### config.mk
export PLATFORM = sky130hd
export DESIGN_NAME = aofr_top
export DESIGN_NICKNAME = d
export VERILOG_FILES = /design/src/pkg/aofr_pkg.sv /design/src/verilog/aofr_top.sv
export SDC_FILE = /design/constraint.sdc
export NUM_CORES = 2
export LEC_CHECK = 0
export BUFFER_PORTS_ARGS = -buffer_cell sky130_fd_sc_hd__buf_2
export CORE_UTILIZATION = 35
export CTS_CLUSTER_SIZE = 28
export DETAILED_ROUTE_END_ITERATION = 16
export PLACE_DENSITY = 0.6
export SLEW_MARGIN = 30
export SYNTH_ARGS = -nofsm -noshare
export SYNTH_HDL_FRONTEND = slang
export SYNTH_SLANG_ARGS = --single-unit
### constraint.sdc
create_clock -name CORE_CLK_IN -period 7.1 [get_ports CORE_CLK_IN]
set_clock_uncertainty 0.15 [all_clocks]
set_input_delay 1.42 -clock CORE_CLK_IN [delete_from_list [all_inputs] [get_ports CORE_CLK_IN]]
set_output_delay 1.42 -clock CORE_CLK_IN [all_outputs]
set_load 0.02 [all_outputs]
### src/pkg/aofr_pkg.sv
// constants and types for the acceleration output and fifo register block
package aofr_pkg;
  // sample geometry
  localparam int         AOFR_SW        = 14;
  localparam int         AOFR_HI_LSB    = 6;
  localparam int         AOFR_DEPTH     = 32;
  localparam int         AOFR_PW        = 5;
  localparam logic [5:0] AOFR_DEPTH_CNT = 6'h20;
  localparam logic [5:0] AOFR_CNT_ZERO  = 6'h00;
  // temperature scale in millidegrees per lsb, raw code passed through uncalibrated
  localparam int         AOFR_TEMP_MDEG = 960;

  // register offsets
  localparam logic [7:0] AOFR_A_STATUS  = 8'h00;
  localparam logic [7:0] AOFR_A_XH      = 8'h01;
  localparam logic [7:0] AOFR_A_XL      = 8'h02;
  localparam logic [7:0] AOFR_A_YH      = 8'h03;
  localparam logic [7:0] AOFR_A_YL      = 8'h04;
  localparam logic [7:0] AOFR_A_ZH      = 8'h05;
  localparam logic [7:0] AOFR_A_ZL      = 8'h06;
  localparam logic [7:0] AOFR_A_AFTER   = 8'h07;
  localparam logic [7:0] AOFR_A_SETUP   = 8'h09;
  localparam logic [7:0] AOFR_A_CFG     = 8'h0E;
  localparam logic [7:0] AOFR_A_MXH     = 8'h33;
  localparam logic [7:0] AOFR_A_MXL     = 8'h34;
  localparam logic [7:0] AOFR_A_MYH     = 8'h35;
  localparam logic [7:0] AOFR_A_MYL     = 8'h36;
  localparam logic [7:0] AOFR_A_MZH     = 8'h37;
  localparam logic [7:0] AOFR_A_MZL     = 8'h38;
  localparam logic [7:0] AOFR_A_MAFTER  = 8'h39;
  localparam logic [7:0] AOFR_A_TEMP    = 8'h51;

  // field positions and reset values
  localparam int         AOFR_F_HPF     = 4;
  localparam int         AOFR_F_DRDY    = 3;
  localparam logic [7:0] AOFR_CFG_MASK  = 8'h13;
  localparam logic [7:0] AOFR_SETUP_RST = 8'h00;
  localparam logic [7:0] AOFR_CFG_RST   = 8'h00;
  localparam logic [1:0] AOFR_HMS_HYB   = 2'h3;

  typedef enum logic [1:0] {
    AOFR_FM_OFF  = 2'b00,
    AOFR_FM_CIRC = 2'b01,
    AOFR_FM_FILL = 2'b10,
    AOFR_FM_TRIG = 2'b11
  } aofr_fmode_t;

  typedef struct packed {
    logic [AOFR_SW-1:0] x_sample;
    logic [AOFR_SW-1:0] y_sample;
    logic [AOFR_SW-1:0] z_sample;
  } aofr_sample_t;

  typedef struct packed {
    logic [15:0] x_mag;
    logic [15:0] y_mag;
    logic [15:0] z_mag;
  } aofr_mag_t;
endpackage

### src/verilog/aofr_top.sv
// acceleration output registers, sample fifo, range/filter config and temperature
//
// Contract
// - temperature register returns 8-bit signed code, 0.96 C per lsb, uncalibrated
// - temperature counts as valid only while magnetic sensor select is nonzero
// - each axis is 14-bit signed, high byte bits 13..6, low byte 5..0 left
// - fifo off: registers show current sample; fifo on: head of 32-deep buffer
// - fast read makes auto-increment skip low bytes; direct low reads still work
// - fifo off: hybrid auto-increment continues from acceleration z into the six magnetic bytes, only the three high bytes with fast read
// - fifo on: 0x01 reads head, direct reads of 0x02..0x06 give zero
// - addresses 0x00..0x06 form one auto-incrementing burst range
// - mode 00 off, 01 circular, 10 stop when full, 11 trigger
// - flush on disable, rate change, standby-to-active; disable clears flags and count
// - overflow flag set when sample count reaches 32
// - watermark flag when count at or above watermark; zero watermark disables
// - in trigger mode the watermark gives the pre-trigger sample count
// - mode writable while active; no direct switch between nonzero modes
// - count above watermark does not stop storing
// - samples stored at the system output data rate strobe
// - each fifo read returns oldest sample, removes it, count minus one
// - partial burst loses rest of sample; next read starts at next x
// - trigger mode circular until trigger, then fill to full, drop newest
// - filter enable one selects high-passed output, zero bypasses
// - range field 00 2g, 01 4g, 10 8g, 11 reserved
`timescale 1ns/10ps
module aofr_top (
  // clock and reset
  input  wire logic                  CORE_CLK_IN,
  input  wire logic                  RST_IN,
  // register port
  input  wire logic                  REG_START_IN,
  input  wire logic [7:0]            REG_ADDR_IN,
  input  wire logic                  REG_RD_IN,
  input  wire logic                  REG_WR_IN,
  input  wire logic [7:0]            REG_WDATA_IN,
  input  wire logic                  REG_STOP_IN,
  output logic      [7:0]            REG_RDATA_OUT,
  output logic                       REG_RVALID_OUT,
  // system control
  input  wire logic                  ACTIVE_IN,
  input  wire logic                  FAST_READ_IN,
  input  wire logic                  HYB_AUTOINC_IN,
  input  wire logic [1:0]            MAG_HMS_IN,
  input  wire logic                  ODR_CHANGE_IN,
  input  wire logic                  TRIGGER_IN,
  // samples
  input  wire logic                  SAMPLE_VALID_IN,
  input  wire aofr_pkg::aofr_sample_t SAMPLE_RAW_IN,
  input  wire aofr_pkg::aofr_sample_t SAMPLE_HPF_IN,
  input  wire aofr_pkg::aofr_mag_t   MAG_SAMPLE_IN,
  input  wire logic [7:0]            TEMP_IN,
  // status
  output logic      [1:0]            RANGE_SEL_OUT,
  output logic      [5:0]            FIFO_CNT_OUT,
  output logic                       FIFO_OVF_OUT,
  output logic                       FIFO_WMRK_OUT,
  output logic                       TEMP_VALID_OUT
);
  import aofr_pkg::*;

  aofr_sample_t     mem [AOFR_DEPTH];
  aofr_sample_t     cur_q;
  logic [7:0]       setup_q;
  logic [7:0]       cfg_q;
  logic [7:0]       ptr_q;
  logic [AOFR_PW-1:0] wr_q;
  logic [AOFR_PW-1:0] rd_q;
  logic [5:0]       cnt_q;
  logic [5:0]       cnt_d;
  logic             ovf_q;
  logic             wmrkf_q;
  logic             trig_q;
  logic             head_q;
  logic             drdy_q;
  logic             active_q;
  logic             temp_ok_q;
  logic [7:0]       rdata_q;
  logic             rvalid_q;

  // configuration decode
  aofr_fmode_t      fmode;
  logic [5:0]       wmrk;
  logic             fifo_on;
  logic             fast;
  logic             hyb_inc;
  logic             mode_wr;
  logic             cfg_wr;
  aofr_fmode_t      new_mode;
  logic             mode_ok;
  logic [7:0]       setup_d;

  assign fmode    = aofr_fmode_t'(setup_q[7:6]);
  assign wmrk     = setup_q[5:0];
  assign fifo_on  = fmode != AOFR_FM_OFF;
  assign fast     = FAST_READ_IN;
  assign hyb_inc  = (MAG_HMS_IN == AOFR_HMS_HYB) && HYB_AUTOINC_IN;
  assign mode_wr  = REG_WR_IN && (ptr_q == AOFR_A_SETUP);
  assign cfg_wr   = REG_WR_IN && (ptr_q == AOFR_A_CFG);
  assign new_mode = aofr_fmode_t'(REG_WDATA_IN[7:6]);
  // a write that jumps between two operating modes keeps the old mode
  assign mode_ok  = !(fifo_on && new_mode != AOFR_FM_OFF && new_mode != fmode);
  assign setup_d  = {mode_ok ? REG_WDATA_IN[7:6] : setup_q[7:6], REG_WDATA_IN[5:0]};

  // fifo control
  aofr_sample_t     in_sample;
  logic             flush;
  logic [5:0]       lim;
  logic             full;
  logic             push_req;
  logic             drop_oldest;
  logic             push;
  logic             drop_old;
  logic             rd_last;
  logic             pop;
  logic             wmrk_hit;

  assign in_sample   = cfg_q[AOFR_F_HPF] ? SAMPLE_HPF_IN : SAMPLE_RAW_IN;
  assign flush       = !fifo_on || ODR_CHANGE_IN || (ACTIVE_IN && !active_q);
  // before the trigger only the pre-trigger share of the buffer is kept
  assign lim         = (fmode == AOFR_FM_TRIG && !trig_q && wmrk != AOFR_CNT_ZERO)
                       ? wmrk : AOFR_DEPTH_CNT;
  assign full        = cnt_q >= lim;
  assign push_req    = SAMPLE_VALID_IN && ACTIVE_IN && fifo_on;
  assign drop_oldest = (fmode == AOFR_FM_CIRC) || (fmode == AOFR_FM_TRIG && !trig_q);
  assign push        = push_req && (!full || drop_oldest);
  // a read in the same cycle makes room, so the oldest is not also dropped; in the stop modes a full fifo still discards the new sample
  assign drop_old    = push && full && !pop;
  assign rd_last     = fifo_on && head_q && (ptr_q == (fast ? AOFR_A_ZH : AOFR_A_ZL));
  // a finished sample or an aborted burst both retire the head
  assign pop         = ((REG_RD_IN && rd_last) || (REG_STOP_IN && head_q))
                       && cnt_q != AOFR_CNT_ZERO && !flush;
  assign cnt_d       = flush ? AOFR_CNT_ZERO
                       : 6'(cnt_q + 6'(push) - 6'(pop) - 6'(drop_old));
  assign wmrk_hit    = (wmrk != AOFR_CNT_ZERO) && (cnt_d >= wmrk);

  // read data selection
  aofr_sample_t     src;
  logic             data_addr;
  logic             low_addr;
  logic [7:0]       acc_byte;
  logic [7:0]       rd_byte;
  logic [7:0]       ptr_nx;

  assign src       = fifo_on ? mem[rd_q] : cur_q;
  assign data_addr = (ptr_q >= AOFR_A_XH) && (ptr_q <= AOFR_A_ZL);
  assign low_addr  = data_addr && (ptr_q != AOFR_A_XH);

  always_comb begin
    case (ptr_q)
      AOFR_A_XH: acc_byte = src.x_sample[AOFR_SW-1 -: 8];
      AOFR_A_XL: acc_byte = {src.x_sample[AOFR_HI_LSB-1:0], 2'h0};
      AOFR_A_YH: acc_byte = src.y_sample[AOFR_SW-1 -: 8];
      AOFR_A_YL: acc_byte = {src.y_sample[AOFR_HI_LSB-1:0], 2'h0};
      AOFR_A_ZH: acc_byte = src.z_sample[AOFR_SW-1 -: 8];
      AOFR_A_ZL: acc_byte = {src.z_sample[AOFR_HI_LSB-1:0], 2'h0};
      default:   acc_byte = 8'h00;
    endcase
  end

  always_comb begin
    case (ptr_q)
      AOFR_A_STATUS: rd_byte = fifo_on ? {ovf_q, wmrkf_q, cnt_q}
                                       : 8'(drdy_q) << AOFR_F_DRDY;
      AOFR_A_SETUP:  rd_byte = setup_q;
      AOFR_A_CFG:    rd_byte = cfg_q & AOFR_CFG_MASK;
      AOFR_A_MXH:    rd_byte = MAG_SAMPLE_IN.x_mag[15:8];
      AOFR_A_MXL:    rd_byte = MAG_SAMPLE_IN.x_mag[7:0];
      AOFR_A_MYH:    rd_byte = MAG_SAMPLE_IN.y_mag[15:8];
      AOFR_A_MYL:    rd_byte = MAG_SAMPLE_IN.y_mag[7:0];
      AOFR_A_MZH:    rd_byte = MAG_SAMPLE_IN.z_mag[15:8];
      AOFR_A_MZL:    rd_byte = MAG_SAMPLE_IN.z_mag[7:0];
      AOFR_A_TEMP:   rd_byte = TEMP_IN;
      default: begin
        if (!data_addr) begin
          rd_byte = 8'h00;
        end else if (fifo_on && (cnt_q == AOFR_CNT_ZERO || (low_addr && !head_q))) begin
          rd_byte = 8'h00;
        end else begin
          rd_byte = acc_byte;
        end
      end
    endcase
  end

  // burst address walk
  always_comb begin
    ptr_nx = 8'(ptr_q + 8'h01);
    if (rd_last) begin
      ptr_nx = AOFR_A_XH;
    end else if (ptr_q == (fast ? AOFR_A_ZH : AOFR_A_ZL)) begin
      ptr_nx = hyb_inc ? AOFR_A_MXH : AOFR_A_AFTER;
    end else if (fast && (ptr_q == AOFR_A_XH || ptr_q == AOFR_A_YH ||
                          ptr_q == AOFR_A_MXH || ptr_q == AOFR_A_MYH)) begin
      ptr_nx = 8'(ptr_q + 8'h02);
    end else if (fast && ptr_q == AOFR_A_MZH) begin
      ptr_nx = AOFR_A_MAFTER;
    end
  end

  // register port
  always_ff @(posedge CORE_CLK_IN) begin
    if (RST_IN) begin
      ptr_q    <= AOFR_A_STATUS;
      rdata_q  <= 8'h00;
      rvalid_q <= 1'b0;
    end else begin
      rvalid_q <= REG_RD_IN;
      if (REG_RD_IN) begin
        rdata_q <= rd_byte;
      end
      if (REG_START_IN) begin
        ptr_q <= REG_ADDR_IN;
      end else if (REG_RD_IN || REG_WR_IN) begin
        ptr_q <= ptr_nx;
      end
    end
  end

  // configuration registers
  always_ff @(posedge CORE_CLK_IN) begin
    if (RST_IN) begin
      setup_q <= AOFR_SETUP_RST;
      cfg_q   <= AOFR_CFG_RST;
    end else begin
      if (mode_wr) begin
        setup_q <= setup_d;
      end
      if (cfg_wr) begin
        cfg_q <= REG_WDATA_IN & AOFR_CFG_MASK;
      end
    end
  end

  // fifo storage
  always_ff @(posedge CORE_CLK_IN) begin
    if (push && !flush) begin
      mem[wr_q] <= in_sample;
    end
  end

  always_ff @(posedge CORE_CLK_IN) begin
    if (RST_IN || flush) begin
      wr_q    <= '0;
      rd_q    <= '0;
      trig_q  <= 1'b0;
      ovf_q   <= 1'b0;
      wmrkf_q <= 1'b0;
    end else begin
      if (push) begin
        wr_q <= AOFR_PW'(wr_q + 1'b1);
      end
      rd_q <= AOFR_PW'(rd_q + AOFR_PW'(pop) + AOFR_PW'(drop_old));
      if (TRIGGER_IN && fmode == AOFR_FM_TRIG) begin
        trig_q <= 1'b1;
      end
      if (cnt_d == AOFR_DEPTH_CNT) begin
        ovf_q <= 1'b1;
      end
      wmrkf_q <= wmrk_hit;
    end
  end

  // count, head tracking, current sample, data ready
  always_ff @(posedge CORE_CLK_IN) begin
    if (RST_IN) begin
      cnt_q     <= AOFR_CNT_ZERO;
      head_q    <= 1'b0;
      cur_q     <= '0;
      drdy_q    <= 1'b0;
      active_q  <= 1'b0;
      temp_ok_q <= 1'b0;
    end else begin
      cnt_q     <= cnt_d;
      active_q  <= ACTIVE_IN;
      temp_ok_q <= MAG_HMS_IN != 2'h0;
      if (REG_START_IN || REG_STOP_IN || pop || flush) begin
        head_q <= 1'b0;
      end else if (REG_RD_IN && fifo_on && ptr_q == AOFR_A_XH) begin
        head_q <= 1'b1;
      end
      if (SAMPLE_VALID_IN && ACTIVE_IN) begin
        cur_q <= in_sample;
      end
      // a new sample wins over the clearing read
      if (SAMPLE_VALID_IN && ACTIVE_IN) begin
        drdy_q <= 1'b1;
      end else if (REG_RD_IN && ptr_q == AOFR_A_XH) begin
        drdy_q <= 1'b0;
      end
    end
  end

  assign REG_RDATA_OUT  = rdata_q;
  assign REG_RVALID_OUT = rvalid_q;
  assign RANGE_SEL_OUT  = cfg_q[1:0];
  assign FIFO_CNT_OUT   = cnt_q;
  assign FIFO_OVF_OUT   = ovf_q;
  assign FIFO_WMRK_OUT  = wmrkf_q;
  assign TEMP_VALID_OUT = temp_ok_q;
endmodule

# ---- Word-level counts from Yosys, hierarchy flattened
# Memory sizes are Yosys's and may differ from the RTL's. A register that Yosys moved wholly into a read port is not among the register bits.
# Index checks and enable logic that the tools add are counted.
dict set report totals {
  ff_bits 93
  ramBits 1344
  output_inout_bits 20
  word_cells 140
  memories 1
}
dict set report op_classes {
  add_sub_neg 8
  n_lt_le_gt_ge 4
  n_eq_ne 22
  n_mux 22
  bitwise 1
  n_reduce_logical 63
}
# name words word_bits rd rd_clocked_by_memory_dff wr line
set mem_list {}
lappend mem_list {mem 32 42 1 1 1 aofr_top.sv:61} ;# aofr_sample_t mem [AOFR_DEPTH];
# operator count
set ops {}
lappend ops {{2-to-1 mux 42 bit} 2}
lappend ops {{one-hot mux 8 bit (10 select lines)} 1}
lappend ops {{2-to-1 mux 8 bit} 9}
lappend ops {{== test 8 x 6 -> 1 bit, second input constant} 6}
lappend ops {{one-hot mux 8 bit (6 select lines)} 1}
lappend ops {{logical AND 1 bit} 31}
lappend ops {{== test 8 x 3 -> 1 bit, second input constant} 3}
lappend ops {{2-to-1 mux 6 bit} 3}
lappend ops {{== test 8 x 2 -> 1 bit, second input constant} 2}
lappend ops {{== test 8 x 4 -> 1 bit, second input constant} 2}
lappend ops {{logical OR 1 bit} 14}
lappend ops {{greater-or-equal comparator 6 bit} 2}
lappend ops {{nonzero test 6 bit} 2}
lappend ops {{subtractor 6 x 1 -> 6 bit} 2}
lappend ops {{adder 5 x 1 -> 5 bit} 2}
lappend ops {{nonzero test 2 bit} 5}
lappend ops {{adder 8 x 1 -> 8 bit, second input constant} 1}
lappend ops {{adder 8 x 2 -> 8 bit, second input constant} 1}
lappend ops {{== test 8 x 1 -> 1 bit, second input constant} 1}
lappend ops {{== test 8 x 3 -> 1 bit} 1}
lappend ops {{== test 8 x 7 -> 1 bit, second input constant} 1}
lappend ops {{greater-or-equal comparator 8 x 1 -> 1 bit, second input constant} 1}
lappend ops {{<= comparator 8 x 3 -> 1 bit, second input constant} 1}
lappend ops {{logical NOT 8 bit} 1}
lappend ops {{15 further kinds} 25}

# ---- Logic depth before layout (Yosys ltp)
dict set report depth {
  ltp_word 14
  mapped_depth 27
  depth_no_buf 27
}

# ---- Least setup slack after synthesis
# No wires, ideal clock.
dict set report synth_timing {
  path_kind {register to register}
  start {register setup_q[7]}
  end {memory mem[30][0] (netlist name) (enable)}
  setup_ps 442
  t_arrival_ps 4395
  path_slack_ps 2113
  path_stages_with_launch 13
  n_path_buf 1
  period_less_slack_ps 4987
  cell_sequence {dfxtp_1 > clkbuf_1 > nand2_1 > nor3_1 > and2_1 > ha_1 > nand2b_1 > a21o_1 > a21oi_1 > o211ai_1 > a21oi_2 > nand3_1 > nor2_1}
}
dict set report synth_via {
  elab_chain_cells 11
  elab_cells_between_ends 19
  classes_between {order compare: 1; eq/ne: 2; mux: 3; reduce/logical: 13}
}
# item line
set synth_rtl {}
lappend synth_rtl {{from (decl)} aofr_top.sv:63} ;# logic [7:0] setup_q;
lappend synth_rtl {{from (signal assigned)} aofr_top.sv:226} ;# setup_q <= setup_d;
lappend synth_rtl {{== test 2 bit} {aofr_top.sv:120, aofr_top.sv:124}}
lappend synth_rtl {{logical AND 1 bit} {aofr_top.sv:120, aofr_top.sv:124}}
lappend synth_rtl {{logical AND 1 bit} aofr_top.sv:120} ;# assign lim = (fmode == AOFR_FM_TRIG && !trig_q && wmrk != AOFR_CNT_ZERO)
lappend synth_rtl {{2-to-1 mux 6 bit} aofr_top.sv:121} ;# ? wmrk : AOFR_DEPTH_CNT;
lappend synth_rtl {{greater-or-equal comparator 6 bit} aofr_top.sv:122} ;# assign full = cnt_q >= lim;
lappend synth_rtl {{logical NOT 1 bit} aofr_top.sv:125} ;# assign push = push_req && (!full || drop_oldest);
lappend synth_rtl {{logical OR 1 bit} aofr_top.sv:125}
lappend synth_rtl {{logical AND 1 bit} aofr_top.sv:125}
lappend synth_rtl {{logical AND 1 bit (*)} aofr_top.sv:236} ;# if (push && !flush) begin
lappend synth_rtl {{2-to-1 mux 1 bit (*)} aofr_top.sv:236}
lappend synth_rtl {{2-to-1 mux 1 bit (not written as such) (*)} aofr_top.sv:237} ;# mem[wr_q] <= in_sample;
lappend synth_rtl {{to (decl)} aofr_top.sv:61}
# Every way passes the cells marked *; elsewhere a longest branch is shown, timed or not.

# ---- Worst setup path after layout
dict set report layout_timing {
  start {register setup_q[4]}
  end {register wmrkf_q (netlist: FIFO_WMRK_OUT)}
}
dict set report layout_via {
  elab_chain_cells 13
  elab_cells_between_ends 15
  classes_between {add/sub: 3; order compare: 2; mux: 2; reduce/logical: 8}
}
# item line
set layout_rtl {}
lappend layout_rtl {{nonzero test 6 bit} aofr_top.sv:120}
lappend layout_rtl {{logical AND 1 bit} aofr_top.sv:120}
lappend layout_rtl {{2-to-1 mux 6 bit (*)} aofr_top.sv:121}
lappend layout_rtl {{greater-or-equal comparator 6 bit (*)} aofr_top.sv:122}
lappend layout_rtl {{logical NOT 1 bit} aofr_top.sv:125}
lappend layout_rtl {{logical OR 1 bit} aofr_top.sv:125}
lappend layout_rtl {{logical AND 1 bit} aofr_top.sv:125}
lappend layout_rtl {{adder 6 x 1 -> 6 bit or logical AND 1 bit (tied branches)} {aofr_top.sv:133, aofr_top.sv:127}}
lappend layout_rtl {{subtractor 6 x 1 -> 6 bit or logical AND 1 bit (tied branches)} {aofr_top.sv:133, aofr_top.sv:127}}
lappend layout_rtl {{subtractor 6 x 1 -> 6 bit (*)} aofr_top.sv:133} ;# : 6'(cnt_q + 6'(push) - 6'(pop) - 6'(drop_old));
lappend layout_rtl {{2-to-1 mux 6 bit (*)} aofr_top.sv:132} ;# assign cnt_d = flush ? AOFR_CNT_ZERO
lappend layout_rtl {{named net cnt_d[2]} aofr_top.sv:69} ;# logic [5:0] cnt_d;
lappend layout_rtl {{greater-or-equal comparator 6 bit (*)} aofr_top.sv:134} ;# assign wmrk_hit = (wmrk != AOFR_CNT_ZERO) && (cnt_d >= wmrk);
lappend layout_rtl {{logical AND 1 bit (*)} aofr_top.sv:134}
lappend layout_rtl {{to (signal assigned)} aofr_top.sv:259} ;# wmrkf_q <= wmrk_hit;
lappend layout_rtl {{to (decl)} aofr_top.sv:71} ;# logic wmrkf_q;
# The timed path passes the listed nets; every way through them passes the cells marked *.
# A chain may end at the register's enable or synchronous reset.

==> metrics.csv <==
metric,value,unit
outcome,"finished, final reports clean",
Tightest Pin Transition,1.05,ns
CP bufs+invs,2,
"count leader, synth",edfxtp_1,
Power Density,261,nW/µm²
Placed Cells,5304,
CTS tree,built,
via count,31700,
Rel. slew slack,0.298,
min Tclk post-route,5.80,ns
met3 wire len,14.6,mm
Top-Level Pins,190,
initial antenna violation count,4,
GR Overflow Total,0,
Worst EP required,7.60,ns
GRT Resource Usage Total,0.201,
die width,407,µm
period utilization,0.818,
P_leak,0.0201,µW
largest net degree at the start of global routing,90,
Worst-Skew Late Latency,0.79,ns
post-route insts no fill,5578,
wire per inst,30.0,µm
critical setup path kind,reg -> reg,
Yosys reg bits,1437,
CTS root buf,clkbuf_16,
CP max stage delay,0.61,ns
CP most frequent cell,ha_1,
remaining routing DRC violations,0,
max cap viols,0,
I/O Buffers,189,
number of synthesis warnings,0,
core area,163000,µm²
HPWL after DPL,104,mm
"Arr. time, crit path",6.30,ns
Routed Antenna Nets,0,
Hold WC Path Type,reg -> reg,
leading area contributor after synthesis,edfxtp_1,
FP Rows,148,
fmax,0.172,GHz
Via density,5.68,
gp weighted congestion,0.866,
Initial Util,0.352,
H-tree levels,4,
Startpoint Class,flop,
Syn Area/Cell,18.9,µm²
Worst Path Max Fanout,10,
CP Capture Type,flop,
Post-Syn Nets,3242,
first-pass GRT wire length,235,mm
slowest CP cell,a21oi_2,
# nets final,3485,
Synth cell types,80,
max layer used,met5,
chip height,407,µm
post-synthesis sequential area ratio,0.736,
area fraction of the dominant cell type after synthesis,0.704,
Fin Setup TNS,0,ns
"Reg clk slew, reported paths",0.07,ns
Design Power,17200,µW
Cells after Synth,3038,
CTS Sinks,1437,
Synth area leaders,"edfxtp_1 (70%), mux4_2 (11%), dfxtp_1 (3.2%), mux2i_1 (2.5%), a22oi_1 (1.2%)",
setup bufs post-CTS,0,
RSZ-0062 raised after global routing,no,
CTS buffer count,150,
"Async S/R FF share, synth",0,
met1 wire length,71.0,mm
Area Growth Syn to Fin,14.9,%
Max VDD drop,0.000234,V
deepest clock path buffer count,3,
"Hold Vio Cnt, Final",0,
layout cell share with drive strength beyond 1,0.258,
family with the most delay on the worst path,compound AO/OA/AOI/OAI gates,
Iteration-0 DRC Markers,4089,
number of enable flip-flop cells after synthesis,1344,
WL final,167,mm
post-synthesis cell area,57300,µm²
hold_buf cts,0,
post-cts sizing count,0,
Final setup viols,0,
top_reg_cell synth,edfxtp_1,
final slew viol count,0,
routed wl met2,76.5,mm
die area,165000,µm²
vias in the first global route,30800,
FILL cells,14400,
top post-synthesis cells by count,"edfxtp_1 (1344), mux4_2 (274), nor2_1 (171), mux2i_1 (145), clkbuf_1 (95)",
1st-pass router iterations,10,
==> stage by stage <==
stage,utilization,hold slack [ns],instance area [µm²],setup WS (ns)
after floorplan,-,0.300,57300,2.11
after detailed placement,0.376,0.318,61200,1.26
final,0.405,0.330,65900,1.30
after CTS,0.405,0.326,65900,1.24
after global placement,0.376,0.311,61200,1.24
after global routing,0.405,0.357,65900,0.924
==> where the power goes <==
part,leakage (µW),internal (µW),switching [µW]
clock,0.00225,4200,3300
sequential,0.0128,9270,26.2
combinational,0.00500,102,306
total,0.0201,13600,3630
==> cells in the final DEF (no fill, tap or decap), drive strengths merged, types with 53 or more instances in the layout <==
master / instances
mux2i: 145
nor2: 171
dfxtp: 93
buf: 284
a21oi: 65
nand2: 67
clkinv: 62
mux4: 275
nor3: 53
clkbuf: 191
edfxtp: 1344
a22oi: 91
==> cell type report <==
cell class	count	area (µm²)	share of cell area
Tap cell	2175	2720	0.0413
Sequential cell	1437	42200	0.641
Timing Repair Buffer	284	1920	0.0291
Multi-Input combinational cell	1384	14300	0.217
Inverter	24	90.1	0.00137
Clock inverter	78	667	0.0101
Antenna cell	5	12.5	0.000190
Clock buffer	191	3970	0.0602
==> flip-flops by register name, indices dropped and copies added, names as in the netlist, 3 cells and up <==
name and flops:
FIFO_CNT_OUT 6, REG_RDATA_OUT 8, cfg_q 3, cur_q 42, mem 1344, ptr_q 8
rd_q 5, setup_q 8, wr_q 5
==> worst register-to-register path, stage by stage (launching register included) <==
cell	delay (ns)
dfxtp_1	0.43
inv_1	0.10
nand4_1	0.10
nor3_1	0.08
nor3_1	0.51
and2_1	0.21
ha_1	0.21
nand2b_1	0.15
a21o_1	0.17
a21oi_1	0.22
o211ai_1	0.22
a21oi_2	0.61
nand2_1	0.17
nand2b_1	0.12
ha_1	0.23
inv_1	0.06
ha_1	0.14
ha_1	0.19
fa_1	0.45
and3_1	0.18
ha_1	0.27
a21o_1	0.16
a21o_1	0.17
a21o_1	0.17
a21oi_1	0.14
nor3_1	0.05
==> worst paths after layout <==
| path | startpoint | cells after the start | slack [ns] | end |
|---|---|---|---|---|
| hold / removal | cfg_q[0] | 2 | 0.33 | cfg_q[0] |
| setup reg to reg | setup_q[4] | 25 | 1.30 | FIFO_WMRK_OUT |
| setup / recovery | setup_q[4] | 25 | 1.30 | FIFO_WMRK_OUT |
| hold reg to reg | cfg_q[0] | 2 | 0.33 | cfg_q[0] |
==> cell families after synthesis <==
kind of cell             share of synthesized area
AND/OR/NAND/NOR                             0.0358
multiplexers                                 0.143
AO/OA/AOI/OAI                               0.0555
adder cells (fa/ha/maj)                    0.00755
buffers and inverters                       0.0198
flip-flops                                   0.736
XOR/XNOR                                   0.00183
==> per-layer routing <==
layer,vias to the layer above,track usage
met5,-,0
met4,4,0.0691
met3,264,0.0385
met2,1575,0.306
met1,16800,0.288
li1,13100,-
No activity file was read; power rests on OpenSTA's default activity.
